==> src/common/adc_ctl_pkg.sv <==
`default_nettype none
package adc_ctl_pkg;
  // ==========================================================
  // timing
  localparam int unsigned CLK_PERIOD_NS = 20;
  localparam int unsigned APERTURE_NS   = 40;
  localparam int unsigned CONV_TIME_NS  = 4000;
  localparam int unsigned APERTURE_CYC  =
    (APERTURE_NS + CLK_PERIOD_NS - 1) / CLK_PERIOD_NS;
  localparam int unsigned CONV_CYC      =
    (CONV_TIME_NS + CLK_PERIOD_NS - 1) / CLK_PERIOD_NS;
  localparam int unsigned CNT_W         = 16;

  // ==========================================================
  // widths and pin lanes
  localparam int unsigned RESULT_W = 12;
  localparam int unsigned ADDR_W   = 8;
  localparam logic [11:0] ALL_OE   = 12'hfff;
  localparam logic [11:0] LANE_OE  = 12'hff0;
  localparam logic [11:0] NONE_OE  = 12'h000;

  // ==========================================================
  // register map
  localparam logic [7:0] CTRL_OFS     = 8'h00;
  localparam logic [7:0] STATUS_OFS   = 8'h04;
  localparam logic [7:0] RESULT_OFS   = 8'h08;
  localparam logic [7:0] IRQ_STAT_OFS = 8'h0c;
  localparam logic [7:0] IRQ_MASK_OFS = 8'h10;
  localparam int unsigned CTRL_EN_BIT   = 0;
  localparam int unsigned CTRL_SOFT_BIT = 1;
  localparam logic        CTRL_EN_RST   = 1'b1;
  localparam int unsigned IRQ_W         = 2;
  localparam int unsigned IRQ_DONE_BIT  = 0;
  localparam int unsigned IRQ_OVR_BIT   = 1;
  localparam logic [1:0]  IRQ_MASK_RST  = 2'h0;
  localparam logic [1:0]  RESP_OKAY     = 2'h0;
  localparam logic [1:0]  RESP_SLVERR   = 2'h2;

  // ==========================================================
  // types
  typedef struct packed {
    logic bipolar_mode;
    logic justify_right;
    logic wide_format_select;
    logic select_gating_mode;
  } strap_t;

  typedef struct packed {
    logic start_convert_n;
    logic device_select_n;
    logic done_flag_enable_n;
    logic output_enable_n;
    logic upper_byte_select_n;
  } host_pins_t;

  typedef struct packed {
    logic busy;
    logic sample;
    logic done;
  } seq_out_t;

  typedef enum logic [2:0] {
    S_IDLE  = 3'h1,
    S_APERT = 3'h2,
    S_CONV  = 3'h4
  } seq_state_t;
endpackage
`default_nettype wire

==> src/hdl/conv_sequencer.sv <==
`default_nettype none
module conv_sequencer
  import adc_ctl_pkg::*;
#(
  parameter int unsigned AP_CYC = APERTURE_CYC,
  parameter int unsigned CV_CYC = CONV_CYC
) (
  // clock and reset
  input  wire logic     aclk,
  input  wire logic     aresetn,
  // control
  input  wire logic     start,
  output var  seq_out_t status
);
  localparam logic [CNT_W-1:0] AP_LOAD = CNT_W'(AP_CYC - 1);
  localparam logic [CNT_W-1:0] CV_LOAD = CNT_W'(CV_CYC - 1);
  localparam int samp_dly = AP_CYC + 1;
  // counted from the cycle after start, where busy is first seen
  localparam int done_dly = AP_CYC + CV_CYC;

  seq_state_t       state_r;
  logic [CNT_W-1:0] cnt_r;
  wire              cnt_zero_w = (cnt_r == '0);
  wire [CNT_W-1:0]  cnt_dec_w  = cnt_r - 1'b1;

  // ==========================================================
  // sequence: hold after aperture delay, then convert
  always_ff @(posedge aclk) begin
    if (!aresetn) begin
      state_r <= S_IDLE;
      cnt_r   <= '0;
      status  <= '0;
    end else begin
      status.sample <= 1'b0;
      status.done   <= 1'b0;
      case (state_r)
        S_IDLE: if (start) begin
          state_r     <= S_APERT;
          cnt_r       <= AP_LOAD;
          status.busy <= 1'b1;
        end
        S_APERT: if (cnt_zero_w) begin
          state_r       <= S_CONV;
          cnt_r         <= CV_LOAD;
          status.sample <= 1'b1;
        end else begin
          cnt_r <= cnt_dec_w;
        end
        S_CONV: if (cnt_zero_w) begin
          state_r     <= S_IDLE;
          status.busy <= 1'b0;
          status.done <= 1'b1;
        end else begin
          cnt_r <= cnt_dec_w;
        end
        default: begin
          state_r     <= S_IDLE;
          status.busy <= 1'b0;
        end
      endcase
    end
  end

  // ==========================================================
  // checks
  samp_delay_a: assert property (@(posedge aclk) disable iff (!aresetn)
    start |-> ##samp_dly status.sample)
    else $error("sample not taken at fixed delay after start");
  conv_end_a: assert property (@(posedge aclk) disable iff (!aresetn)
    start |=> status.busy ##done_dly status.done)
    else $error("conversion did not end on time");
endmodule
`default_nettype wire

==> src/hdl/adc_conversion_start_and_format_control.sv <==
`default_nettype none
// How it works
// - start_convert_n low requests a conversion, after select gating.
// - gating mode high: start, done flag and its enable need device select.
// - gating mode low: select ignored for start and done flag; done flag only pulls low.
// - wide format: whole result as one parallel word in one read.
// - narrow format: result as bytes on upper eight data pins.
// - every output pin is released when not enabled.
// - sample is taken a fixed delay after the start edge.
// - bipolar mode gives twos complement coding.
// - done flag low while converting, high when result complete.
// - done flag pin driven only while its enable is low.
// - upper byte select low gives high byte, high gives low byte.
// - justify right picks right or left alignment in sixteen bits.
module adc_conversion_start_and_format_control
  import adc_ctl_pkg::*;
#(
  parameter int unsigned AP_CYC = APERTURE_CYC,
  parameter int unsigned CV_CYC = CONV_CYC
) (
  // clock and reset
  input  wire logic                aclk,
  input  wire logic                aresetn,
  // axi4-lite write
  input  wire logic [ADDR_W-1:0]   awaddr,
  input  wire logic                awvalid,
  output logic                     awready,
  input  wire logic [31:0]         wdata,
  input  wire logic [3:0]          wstrb,
  input  wire logic                wvalid,
  output logic                     wready,
  output logic [1:0]               bresp,
  output logic                     bvalid,
  input  wire logic                bready,
  // axi4-lite read
  input  wire logic [ADDR_W-1:0]   araddr,
  input  wire logic                arvalid,
  output logic                     arready,
  output logic [31:0]              rdata,
  output logic [1:0]               rresp,
  output logic                     rvalid,
  input  wire logic                rready,
  // host pins and straps
  input  wire host_pins_t          pins,
  input  wire strap_t              straps,
  // converter core
  input  wire logic [RESULT_W-1:0] raw_code,
  output logic                     sample_hold,
  // data and done pins
  output logic [RESULT_W-1:0]      data_out,
  output logic [RESULT_W-1:0]      data_oe,
  output logic                     done_out,
  output logic                     done_oe,
  // interrupt
  output logic                     irq
);
  seq_out_t            seq;
  logic                req_prev_r;
  logic                ctrl_en_r;
  logic                soft_go_r;
  logic [RESULT_W-1:0] result_r;
  logic [RESULT_W-1:0] data_out_r;
  logic [RESULT_W-1:0] data_oe_r;
  logic                done_out_r;
  logic                done_oe_r;
  logic                sample_r;
  logic [IRQ_W-1:0]    irq_stat_r;
  logic [IRQ_W-1:0]    irq_mask_r;
  logic                irq_r;
  logic                awready_r;
  logic                wready_r;
  logic                aw_got_r;
  logic                w_got_r;
  logic [ADDR_W-1:0]   waddr_r;
  logic [31:0]         wdata_r;
  logic [3:0]          wstrb_r;
  logic                bvalid_r;
  logic [1:0]          bresp_r;
  logic                arready_r;
  logic                rvalid_r;
  logic [31:0]         rdata_r;
  logic [1:0]          rresp_r;

  // ==========================================================
  // start request gating
  wire sel_w    = ~pins.device_select_n;
  wire gating_w = straps.select_gating_mode;
  wire gate_w   = gating_w ? sel_w : 1'b1;
  wire req_w    = ~pins.start_convert_n & gate_w;
  wire edge_w   = req_w & ~req_prev_r;
  // a request held low restarts at once: continuous conversion
  wire start_w  = ~seq.busy & ((ctrl_en_r & req_w) | soft_go_r);
  wire ovr_w    = edge_w & seq.busy;

  conv_sequencer #(
    .AP_CYC (AP_CYC),
    .CV_CYC (CV_CYC)
  ) u_seq (
    .aclk    (aclk),
    .aresetn (aresetn),
    .start   (start_w),
    .status  (seq)
  );

  // ==========================================================
  // result coding
  wire [RESULT_W-1:0] coded_w = straps.bipolar_mode ?
    {~raw_code[RESULT_W-1], raw_code[RESULT_W-2:0]} : raw_code;

  always_ff @(posedge aclk) begin
    if (!aresetn) begin
      result_r   <= '0;
      req_prev_r <= 1'b0;
      sample_r   <= 1'b0;
    end else begin
      req_prev_r <= req_w;
      sample_r   <= seq.sample;
      if (seq.done) result_r <= coded_w;
    end
  end

  // ==========================================================
  // output formatting
  wire       rd_en_w = ~(pins.device_select_n | pins.output_enable_n);
  wire       wide_w  = straps.wide_format_select;
  wire       jr_w    = straps.justify_right;
  wire       lowb_w  = pins.upper_byte_select_n;
  wire [3:0] ext_w   = straps.bipolar_mode ? {4{result_r[11]}} : 4'h0;
  wire [7:0] r_hi_w  = {ext_w, result_r[11:8]};
  wire [7:0] r_lo_w  = result_r[7:0];
  wire [7:0] l_hi_w  = result_r[11:4];
  wire [7:0] l_lo_w  = {result_r[3:0], 4'h0};
  wire [7:0] rj_w    = lowb_w ? r_lo_w : r_hi_w;
  wire [7:0] lj_w    = lowb_w ? l_lo_w : l_hi_w;
  wire [7:0] byte_w  = jr_w ? rj_w : lj_w;
  // the low four pins carry nothing in byte mode and stay released
  wire [RESULT_W-1:0] data_nxt = wide_w ? result_r : {byte_w, 4'h0};
  wire [RESULT_W-1:0] oe_sel_w = wide_w ? ALL_OE : LANE_OE;
  wire [RESULT_W-1:0] oe_nxt   = rd_en_w ? oe_sel_w : NONE_OE;

  // open drain in asynchronous mode: only driven while pulling low
  wire en_w      = ~pins.done_flag_enable_n;
  wire d_oe_nxt  = gating_w ? (sel_w & en_w) : (en_w & seq.busy);
  wire d_out_nxt = gating_w ? ~seq.busy : 1'b0;

  always_ff @(posedge aclk) begin
    if (!aresetn) begin
      data_out_r <= '0;
      data_oe_r  <= NONE_OE;
      done_out_r <= 1'b0;
      done_oe_r  <= 1'b0;
    end else begin
      data_out_r <= data_nxt;
      data_oe_r  <= oe_nxt;
      done_out_r <= d_out_nxt;
      done_oe_r  <= d_oe_nxt;
    end
  end

  // ==========================================================
  // axi4-lite write path
  wire aw_hs_w  = awvalid & awready_r;
  wire w_hs_w   = wvalid & wready_r;
  wire wr_go_w  = aw_got_r & w_got_r & ~bvalid_r;
  wire b_hs_w   = bvalid_r & bready;
  wire [ADDR_W-1:0] wa_w = {waddr_r[ADDR_W-1:2], 2'h0};
  wire wr_ctrl_w = wr_go_w & (wa_w == CTRL_OFS) & wstrb_r[0];
  wire wr_mask_w = wr_go_w & (wa_w == IRQ_MASK_OFS) & wstrb_r[0];
  wire wr_ok_w   = (wa_w == CTRL_OFS) | (wa_w == IRQ_MASK_OFS) |
                   (wa_w == STATUS_OFS) | (wa_w == RESULT_OFS) |
                   (wa_w == IRQ_STAT_OFS);

  always_ff @(posedge aclk) begin
    if (!aresetn) begin
      awready_r <= 1'b1;
      wready_r  <= 1'b1;
      aw_got_r  <= 1'b0;
      w_got_r   <= 1'b0;
      waddr_r   <= '0;
      wdata_r   <= '0;
      wstrb_r   <= '0;
    end else begin
      if (aw_hs_w) begin
        awready_r <= 1'b0;
        aw_got_r  <= 1'b1;
        waddr_r   <= awaddr;
      end
      if (w_hs_w) begin
        wready_r <= 1'b0;
        w_got_r  <= 1'b1;
        wdata_r  <= wdata;
        wstrb_r  <= wstrb;
      end
      if (b_hs_w) begin
        awready_r <= 1'b1;
        wready_r  <= 1'b1;
        aw_got_r  <= 1'b0;
        w_got_r   <= 1'b0;
      end
    end
  end

  always_ff @(posedge aclk) begin
    if (!aresetn) begin
      bvalid_r   <= 1'b0;
      bresp_r    <= RESP_OKAY;
      ctrl_en_r  <= CTRL_EN_RST;
      soft_go_r  <= 1'b0;
      irq_mask_r <= IRQ_MASK_RST;
    end else begin
      soft_go_r <= wr_ctrl_w & wdata_r[CTRL_SOFT_BIT];
      if (wr_ctrl_w) ctrl_en_r <= wdata_r[CTRL_EN_BIT];
      if (wr_mask_w) irq_mask_r <= wdata_r[IRQ_W-1:0];
      if (wr_go_w) begin
        bvalid_r <= 1'b1;
        bresp_r  <= wr_ok_w ? RESP_OKAY : RESP_SLVERR;
      end else if (b_hs_w) begin
        bvalid_r <= 1'b0;
      end
    end
  end

  // ==========================================================
  // axi4-lite read path
  wire ar_hs_w = arvalid & arready_r;
  wire r_hs_w  = rvalid_r & rready;
  wire [ADDR_W-1:0] ra_w = {araddr[ADDR_W-1:2], 2'h0};
  wire [31:0] ctrl_rd_w = {30'h0, 1'b0, ctrl_en_r};
  wire [31:0] stat_rd_w = {24'h0, straps, 2'h0, req_w, seq.busy};
  wire [31:0] res_rd_w  = {20'h0, result_r};
  wire [31:0] ist_rd_w  = {30'h0, irq_stat_r};
  wire [31:0] imk_rd_w  = {30'h0, irq_mask_r};
  wire hit_c_w = (ra_w == CTRL_OFS);
  wire hit_s_w = (ra_w == STATUS_OFS);
  wire hit_r_w = (ra_w == RESULT_OFS);
  wire hit_i_w = (ra_w == IRQ_STAT_OFS);
  wire hit_m_w = (ra_w == IRQ_MASK_OFS);
  wire rd_hit_w = hit_c_w | hit_s_w | hit_r_w | hit_i_w | hit_m_w;
  wire [31:0] rd_mux_w = hit_c_w ? ctrl_rd_w :
                         hit_s_w ? stat_rd_w :
                         hit_r_w ? res_rd_w  :
                         hit_i_w ? ist_rd_w  :
                         hit_m_w ? imk_rd_w  : 32'h0;
  wire rd_clr_w = ar_hs_w & hit_i_w;

  always_ff @(posedge aclk) begin
    if (!aresetn) begin
      arready_r <= 1'b1;
      rvalid_r  <= 1'b0;
      rdata_r   <= '0;
      rresp_r   <= RESP_OKAY;
    end else if (ar_hs_w) begin
      arready_r <= 1'b0;
      rvalid_r  <= 1'b1;
      rdata_r   <= rd_mux_w;
      rresp_r   <= rd_hit_w ? RESP_OKAY : RESP_SLVERR;
    end else if (r_hs_w) begin
      arready_r <= 1'b1;
      rvalid_r  <= 1'b0;
    end
  end

  // ==========================================================
  // interrupts: a new event beats a clearing read
  wire [IRQ_W-1:0] ev_w = {ovr_w, seq.done};

  for (genvar i = 0; i < IRQ_W; i++) begin : g_irq
    always_ff @(posedge aclk) begin
      if (!aresetn) irq_stat_r[i] <= 1'b0;
      else if (ev_w[i]) irq_stat_r[i] <= 1'b1;
      else if (rd_clr_w) irq_stat_r[i] <= 1'b0;
    end
  end

  always_ff @(posedge aclk) begin
    if (!aresetn) irq_r <= 1'b0;
    else irq_r <= |(irq_stat_r & irq_mask_r);
  end

  // ==========================================================
  // outputs
  assign awready     = awready_r;
  assign wready      = wready_r;
  assign bvalid      = bvalid_r;
  assign bresp       = bresp_r;
  assign arready     = arready_r;
  assign rvalid      = rvalid_r;
  assign rdata       = rdata_r;
  assign rresp       = rresp_r;
  assign data_out    = data_out_r;
  assign data_oe     = data_oe_r;
  assign done_out    = done_out_r;
  assign done_oe     = done_oe_r;
  assign sample_hold = sample_r;
  assign irq         = irq_r;

  // ==========================================================
  // checks
  sync_gate_a: assert property (@(posedge aclk) disable iff (!aresetn)
    (gating_w && pins.device_select_n && !soft_go_r) |-> !start_w)
    else $error("start taken without device select");
  async_start_a: assert property (@(posedge aclk) disable iff (!aresetn)
    (!gating_w && !pins.start_convert_n && ctrl_en_r && !seq.busy)
    |-> start_w)
    else $error("asynchronous start ignored");
  open_drain_a: assert property (@(posedge aclk) disable iff (!aresetn)
    (!gating_w && done_oe_r) |-> !done_out_r)
    else $error("open drain done flag driven high");
  wide_word_a: assert property (@(posedge aclk) disable iff (!aresetn)
    (wide_w && rd_en_w) |=> (data_oe_r == ALL_OE &&
    data_out_r == $past(result_r)))
    else $error("parallel word not presented");
  byte_lane_a: assert property (@(posedge aclk) disable iff (!aresetn)
    (!wide_w && rd_en_w) |=> (data_oe_r == LANE_OE))
    else $error("byte lane enable wrong");
  release_a: assert property (@(posedge aclk) disable iff (!aresetn)
    (pins.device_select_n || pins.output_enable_n)
    |=> (data_oe_r == NONE_OE))
    else $error("data pins not released");
  twos_comp_a: assert property (@(posedge aclk) disable iff (!aresetn)
    (seq.done && straps.bipolar_mode) |=>
    (result_r[11] != $past(raw_code[11]) &&
    result_r[10:0] == $past(raw_code[10:0])))
    else $error("bipolar coding wrong");
  done_level_a: assert property (@(posedge aclk) disable iff (!aresetn)
    (gating_w && sel_w && en_w) |=>
    (done_oe_r && done_out_r == !$past(seq.busy)))
    else $error("done flag does not follow conversion");
  done_en_a: assert property (@(posedge aclk) disable iff (!aresetn)
    pins.done_flag_enable_n |=> !done_oe_r)
    else $error("done flag driven while disabled");
  high_byte_a: assert property (@(posedge aclk) disable iff (!aresetn)
    (!wide_w && !lowb_w && !jr_w && rd_en_w) |=>
    (data_out_r[11:4] == $past(result_r[11:4])))
    else $error("high byte wrong");
  left_low_a: assert property (@(posedge aclk) disable iff (!aresetn)
    (!wide_w && lowb_w && !jr_w && rd_en_w) |=>
    (data_out_r[11:4] == {$past(result_r[3:0]), 4'h0}))
    else $error("left justified low byte wrong");
endmodule
`default_nettype wire

==> config.mk <==
export PLATFORM = sky130hd
export DESIGN_NAME = adc_conversion_start_and_format_control
export DESIGN_NICKNAME = d
export VERILOG_FILES = /design/src/common/adc_ctl_pkg.sv /design/src/hdl/conv_sequencer.sv /design/src/hdl/adc_conversion_start_and_format_control.sv
export SDC_FILE = /design/constraint.sdc
export NUM_CORES = 1
export LEC_CHECK = 0
export BUFFER_PORTS_ARGS = -buffer_cell sky130_fd_sc_hd__buf_4
export CAP_MARGIN = 20
export CORE_UTILIZATION = 40
export CTS_CLUSTER_DIAMETER = 50
export DETAILED_ROUTE_END_ITERATION = 12
export GPL_TIMING_DRIVEN = 0
export PLACE_DENSITY = 0.77
export RECOVER_POWER = 100
export SYNTH_ARGS = -nofsm -noshare
export SYNTH_HDL_FRONTEND = slang
export SYNTH_SLANG_ARGS = --single-unit
==> constraint.sdc <==
create_clock -name aclk -period 2.38 [get_ports aclk]
set_input_delay 0.476 -clock aclk [delete_from_list [all_inputs] [get_ports aclk]]
set_output_delay 0.476 -clock aclk [all_outputs]
set_load 0.05 [all_outputs]
==> summary.txt, run 1 <==
Global routing
  – Grt ovf: 0
  – Largest net degree at the start of global routing: 16
  – Gr usage total: 0.194
  – Vias in the first global route: about 3300
  – First-pass GRT wire length: ~16 mm
  – Initial antenna violation count: 0

Floorplanning
  – Die height: around 100 µm
  – Die Width: ~100 µm
  – Starting density of the core: 0.410
  – CORE AREA: 9730 µm²
  – Top Ports: 149
  – DIE AREA: between 10000 and 15000 µm²
  – Row count: 36

Clock tree
  – Max Buffers Root-to-Sink: 2
  – H-tree depth: 3
  – Clk_lat worst skew: around 0.35 ns
  – CTS tree: yes
  – Clock-pin slew on the worst setup and hold paths: roughly 0.09 ns
  – Root Buffer: clkbuf_8
  – Num CTS Buffers: 9
  – CTS Hold Buffers Added: 0
  – Clk sinks: 89

Logic synthesis
  – Mapped Cells: approximately 460
  – FFs w/ async S/R, synth: 0
  – Mean Syn Cell Area: roughly 8.6 µm²
  – Synth warn: 0
  – Mapped cell area: roughly 4000 µm²
  – Number of synthesized register bits: 89
  – Number of synthesized flops with an enable pin: 0
  – Synth top area share: 0.447
  – Distinct cells, synth: 57
  – Ys flop type: dfxtp_1
  – Synth top area cells: dfxtp_1 (45%), nor2_1 (6.6%), buf_4 (6.0%)
  – Cell taking the most area after synthesis: dfxtp_1
  – Seq/Total Area, Yosys: 0.447

Placement
  – GPL Wtd Cong: around 0.90
  – Placed Cells: between 700 and 800
  – DPL Wire Length: approximately 7.5 mm
  – # port buffers: 86
  – Cell area after placement: approximately 5000 µm²

Final layout
  – Fill cell count: slightly below 1000
  – Area Growth Syn to Fin: 23.6%
  – # diodes: 0
  – Finished Cell Area: about 4900 µm²
  – Layout cells sized above 1: 0.184
  – Layout Nets: about 670
  – Post-Layout Cell Count: between 700 and 800
  – Most frequent cells in the layout: dfxtp_1 (89), buf_4 (71), nor2_1 (70)
  – Leading cell type in the layout, fill and taps excluded: dfxtp_1
  – Core Util, Final: 0.506

STA
  – Rel. slew slack: 0.506
  – Final setup vio count: 0
  – Slew of the pin with the lowest slew margin: roughly 0.74 ns
  – Final hold slack: 0.288 ns
  – Final Skew: just over 0.007 ns
  – Slew Limit Fails: 0
  – Max Clk Rate: between 400 and 500 MHz
  – Period Utilization, post-route: 0.914
  – RSZ-0062 raised after global routing: no
  – Final Hold Fails: 0
  – Tmin final: 2.18 ns

Route
  – Final wirelength: around 10 mm
  – Via count: ~3600
  – DRC: 0
  – Drt pass-1 iters: 5
  – First-iteration detailed-routing DRC count: 157
  – Post-route ant nets: 0
  – Wire per inst: 13.7 µm
  – Via-to-Cell Ratio: between 5 and 6

Hold path
  – HP Class: in2reg
  – Worst hold stages: 2

Critical path
  – R2r worst-path depth: 9
  – Required @ worst endpoint: roughly 2.7 ns
  – Startpoint class of the critical path: flip-flop
  – Reg2reg setup slack: between 0.2 and 0.25 ns
  – Crit path kind: reg2reg
  – Worst-path fanout max: 10
  – Data arrival, critical path: about 2.5 ns
  – Crit end category: flip-flop

Power and ir drop
  – Peak VDD IR: 0.309 mV
  – Leak pwr: between 1.5 and 2 nW
  – Power Total: 3.44 mW
  – Power per cell area: around 700 nW/µm²

Job
  – Max cap viols: 0

Outcome
  – Outcome: finished, final reports clean
## logic make-up (layout without fill, tap and decap cells)
family / Yosys count / count (layout) / synth area share
AO/OA/AOI/OAI: 105 / 105 / 0.165
XOR/XNOR: 9 / 9 / 0.0198
adder cells (fa/ha/maj): 2 / 2 / 0.00628
buffers and inverters: 63 / 168 / 0.0920
flip-flops: 89 / 89 / 0.447
multiplexers: 20 / 20 / 0.0546
other: 1 / 22 / 0.000941
AND/OR/NAND/NOR: 173 / 173 / 0.214
## per-layer routing
metal,part of all wire,vias up,global-route usage
li1,-,1798,-
met2,0.48,145,0.319
met1,0.44,1653,0.258
met4,0.017,0,0.0769
met5,0,-,0
met3,0.062,17,0.0287
## per-stage QoR
stage | setup TNS [ns] | worst slack (ns)
after global placement | -0.528 | -0.0574
final | 0 | 0.204
after global routing | 0 | 0.0276
after CTS | 0 | 0.0391
after detailed placement | -0.630 | -0.0670
after floorplan | 0 | 0.361
## synthesized netlist by cell type (5+ instances only)
cell	number
nor2b_1	10
and3_1	8
inv_1	8
xor2_1	8
mux2i_1	15
a21oi_1	39
o21ai_0	18
clkbuf_1	18
dfxtp_1	89
and2_1	5
nand2b_1	8
a22oi_1	18
nand2_1	29
nand3_1	14
nor2_1	70
nor3_1	7
buf_4	32
## registers in the layout, indices dropped and copies added, names as in the netlist, 2 cells and up
register and flops:
u_seq.cnt_r 16, data_out 12, rdata 12, result_r 12, waddr_r 6, u_seq.state_r 3, u_seq.status 3, data_oe 2
irq_mask_r 2, irq_stat_r 2, wdata_r 2
## worst paths after layout
path,startpoint,to
max,u_seq.cnt_r[0],u_seq.cnt_r[9]
min,pins[2],done_oe
max reg2reg,u_seq.cnt_r[0],u_seq.cnt_r[9]
min reg2reg,u_seq.status[1],sample_hold
## critical path, cell delays in order (launching register included)
cell     delay (ns)
dfxtp_1        0.35
inv_1          0.13
ha_1           0.17
nor4b_1        0.32
nand4_2        0.25
nor3b_2        0.26
buf_6          0.16
nor2_2         0.21
o31ai_1        0.12
a21oi_1        0.15
## where the power goes
group	internal (mW)	total (mW)	switching [mW]
sequential	1.55	1.62	0.0667
clock	0.516	1.06	0.548
combinational	0.297	0.763	0.466
## cell type report
cell class | count | area [µm²] | area share
well taps | 133 | 166 | 0.0338
flip-flops and latches | 89 | 1780 | 0.362
plain buffers | 54 | 333 | 0.0675
inverters | 9 | 33.8 | 0.00686
repair buffers | 89 | 484 | 0.0983
multi-input cells | 331 | 1920 | 0.390
clock buffers | 10 | 138 | 0.0279
clock inverters | 6 | 67.6 | 0.0137
## repair_timing
action,in CTS,in global routing
setup endpoints to repair,0,11
buffers inserted,0,3
gates resized for setup,0,2
Power figures use the tool's default switching activity.
==> run 2, diff against run 1 <==
- ABC_AREA: default -> 1
==> summary.txt, run 2 <==
Logic synthesis
  – Compound-gate portion of the synthesized area: 0.157 (-0.00779)
  – Simple-Gate Fraction of Synth Area: 0.254 (+0.0397)
  – Commonest cells in the netlist: nand2_1 (110), dfxtp_1 (89), nor2_1 (66)
  – Largest family of logic cells by synthesized area: simple AND/OR/NAND/NOR gates
  – Synth warn: 0 (unchanged)
  – Synth top area cells: dfxtp_1 (44%), nand2_1 (10%), a21oi_1 (7.1%)
  – Cell taking the most area after synthesis: dfxtp_1
  – Seq/Total Area, Yosys: 0.442 (-0.00513)
  – Ys flop type: dfxtp_1
  – Synth top area share: 0.442 (-0.00513)
  – Distinct cells, synth: 37 (-35%)
  – Number of synthesized register bits: 89 (unchanged)
  – Adder-Cell Fraction of Synth Area: 0.00621 (-0.0000721)
  – Mapped cell area: 4030 µm² (+1.2%)
  – FFs w/ async S/R, synth: 0 (unchanged)
  – Most numerous cell in the Yosys netlist: nand2_1
  – Mean Syn Cell Area: 7.27 µm² (-16%)
  – Post-synthesis xor/xnor area fraction: 0.0109 (-0.00891)
  – Mux contribution to synthesized area: 0 (-0.0546)
  – Mapped Cells: 555 (+20%)
  – Number of synthesized flops with an enable pin: 0 (unchanged)

Floorplanning
  – Die Width: 102 µm (+0.56%)
  – CORE AREA: 9770 µm² (+0.46%)
  – Die height: 102 µm (+0.56%)
  – Starting density of the core: 0.413 (+0.00285)
  – DIE AREA: 10500 µm² (+1.1%)
  – Top Ports: 149 (unchanged)
  – Row count: 36 (unchanged)

Clock tree
  – Max Buffers Root-to-Sink: 2 (unchanged)
  – H-tree depth: 3 (unchanged)
  – Clock-pin slew on the worst setup and hold paths: 0.09 ns (about the same)
  – Root Buffer: clkbuf_8
  – CTS tree: yes
  – # resized after CTS: 0 (unchanged)
  – Clk_lat worst skew: 0.37 ns (+0.02 ns)
  – Num CTS Buffers: 9 (unchanged)
  – Number of buffers added for setup after CTS: 0 (unchanged)
  – CTS Hold Buffers Added: 0 (unchanged)
  – Clk sinks: 89 (unchanged)

Hold path
  – HP Class: in2reg
  – Hold Startpoint: pins[1]
  – End point of the worst hold path: data_oe[10]
  – Worst hold stages: 2 (unchanged)

STA
  – Final Hold Fails: 0 (unchanged)
  – Setup TNS Final: 0 ns (unchanged)
  – Max Clk Rate: 529 MHz (+15%)
  – Final setup vio count: 0 (unchanged)
  – Tmin final: 1.89 ns (-0.284 ns)
  – Final Skew: 0.0130 ns (+0.00594 ns)
  – Worst Setup Slack, final: 0.488 ns (+0.284 ns)
  – RSZ-0062 raised after global routing: no
  – Slew of the pin with the lowest slew margin: 0.631 ns (-0.110 ns)
  – Slew Limit Fails: 0 (unchanged)
  – Rel. slew slack: 0.581 (+0.0748)
  – Period Utilization, post-route: 0.795 (-0.119)

Global routing
  – Grt ovf: 0 (unchanged)
  – Gr usage total: 0.204 (+0.00988)
  – Largest net degree at the start of global routing: 17 (+1)
  – First-pass GRT wire length: 16.5 mm (+4.9%)
  – Initial antenna violation count: 0 (unchanged)
  – Vias in the first global route: 3710 (+14%)

Critical path
  – Worst path top cell family by delay: buffers and inverters
  – Data arrival, critical path: 1.42 ns (-1.04 ns)
  – Required @ worst endpoint: 1.90 ns (-0.77 ns)
  – Crit end category: primary output
  – Reg2reg setup slack: 0.65 ns (+0.45 ns)
  – CP max stage cell: clkbuf_1
  – Startpoint class of the critical path: flip-flop
  – R2r worst-path depth: 9 (unchanged)
  – RR Startpoint: u_seq.cnt_r[11]
  – Crit path buf inv count: 2 (unchanged)
  – Max stage delay on crit path: 0.46 ns (+0.11 ns)
  – Crit path kind: reg2out
  – R2r endpoint: u_seq.cnt_r[8]
  – Worst path cell trace: buf_4, clkbuf_1
  – Worst-path fanout max: 8 (-2)

Power and ir drop
  – Pint: 2.70 mW (+14%)
  – Peak VDD IR: 0.411 mV (+33%)
  – Switch Pwr: 2.00 mW (+85%)
  – Leak pwr: 2.18 nW (+11%)
  – Clock share of power: 0.209 (-0.100)
  – Comb power frac: 0.408 (+0.186)
  – Switching Share: 0.425 (+0.111)
  – Power per cell area: 955 nW/µm² (+37%)
  – Flop pwr share: 0.382 (-0.088)
  – Power Total: 4.70 mW (+36%)

Placement
  – # port buffers: 87 (+1.2%)
  – Pre-CTS WS: 0.521 ns (+0.588 ns)
  – GPL Wtd Cong: 0.895 (-0.25%)
  – Placed Cells: 796 (+13%)
  – DPL Wire Length: 7.79 mm (+4.1%)

Route
  – Drt pass-1 iters: 5 (unchanged)
  – First-iteration detailed-routing DRC count: 198 (+26%)
  – Wire per inst: 12.5 µm (-8.9%)
  – Via count: 3988 (+10%)
  – Post-route ant nets: 0 (unchanged)
  – Final wirelength: 10.1 mm (+2.6%)
  – Via-to-Cell Ratio: 4.91 (-2.0%)
  – DRC: 0 (unchanged)

Final layout
  – Most frequent cells in the layout: nand2_1 (110), dfxtp_1 (89), buf_4 (71)
  – Layout cells sized above 1: 0.146 (-0.0379)
  – Area Growth Syn to Fin: 22.1%
  – # diodes: 0 (unchanged)
  – Max reg flops: 16 (unchanged)
  – Most flop-heavy register: u_seq.cnt_r
  – Layout Nets: 756 (+14%)
  – Post-Layout Cell Count: 812 (+13%)
  – Fill cell count: 977 (-0.31%)
  – Leading cell type in the layout, fill and taps excluded: nand2_1

Outcome
  – Outcome: finished, final reports clean

Job
  – Max cap viols: 0 (unchanged)
## run 2: worst max path at each step
| stage | startpoint | end | depth (start not counted) |
|---|---|---|---|
| CTS | data_oe[10] | data_oe[9] | 2 |
| global placement | araddr[4] | rdata[7] | 8 |
| floorplan | data_oe[10] | data_oe[10] | 1 |
| detailed placement | araddr[7] | rdata[7] | 8 |
| finish | data_oe[10] | data_oe[9] | 2 |
| global route | data_oe[10] | data_oe[9] | 2 |
## run 2: stage by stage
step | area, µm² | hold WS, ns | utilization
2_1_floorplan | 4110 | 0.390 | -
3_3_place_gp | 4930 | 0.409 | 0.504
3_5_place_dp | 4930 | 0.407 | 0.504
4_1_cts | 5110 | 0.269 | 0.523
5_1_grt | 4920 | 0.271 | 0.504
6_report | 4920 | 0.284 | 0.504
## run 2: cell families (layout without fill, tap and decap cells)
logic type,Yosys count,in the layout
compound gates,120,120
xor+xnor,5,5
fa+ha+maj,2,2
buf+inv,103,206
flops,89,89
other cells,1,22
simple gates,235,235
## run 2: layout make-up
type / count / area (µm²) / area share
buffer: 47 / 309 / 0.0628
clock buffer: 10 / 138 / 0.0280
multi-input combinational: 384 / 1800 / 0.366
tap: 133 / 166 / 0.0338
sequential: 89 / 1780 / 0.362
timing repair buffer: 87 / 469 / 0.0953
clock inverter: 6 / 46.3 / 0.00940
inverter: 56 / 210 / 0.0427
## run 2: worst reg2reg max path, cell delays in order (launching register included)
cell and delay [ns]:
dfxtp_1 0.35, nor2_1 0.24, nand2_1 0.12, nor2_1 0.15, nand3_1 0.09, nand3_1 0.19, inv_1 0.13, buf_6 0.16
a21oi_1 0.13, nor2_1 0.07
## run 2: power by group through the flow
stage	clock (mW)	sequential, mW	combinational [mW]
floorplan	0	1.88	1.48
global placement	0	1.82	1.91
detailed placement	0	1.83	1.97
CTS	1.01	1.80	1.98
global route	1.06	1.82	2.21
finish	0.985	1.80	1.92
## run 2: routing by layer
| metal | vias to the layer above | wire [µm] | GRT usage | part of all wire |
|---|---|---|---|---|
| met4 | 0 | 206 | 0.108 | 0.020 |
| met3 | 18 | 717 | 0.0315 | 0.071 |
| met2 | 143 | 4730 | 0.353 | 0.47 |
| met5 | - | 0 | 0 | 0 |
| li1 | 2001 | - | - | - |
| met1 | 1826 | 4480 | 0.244 | 0.44 |
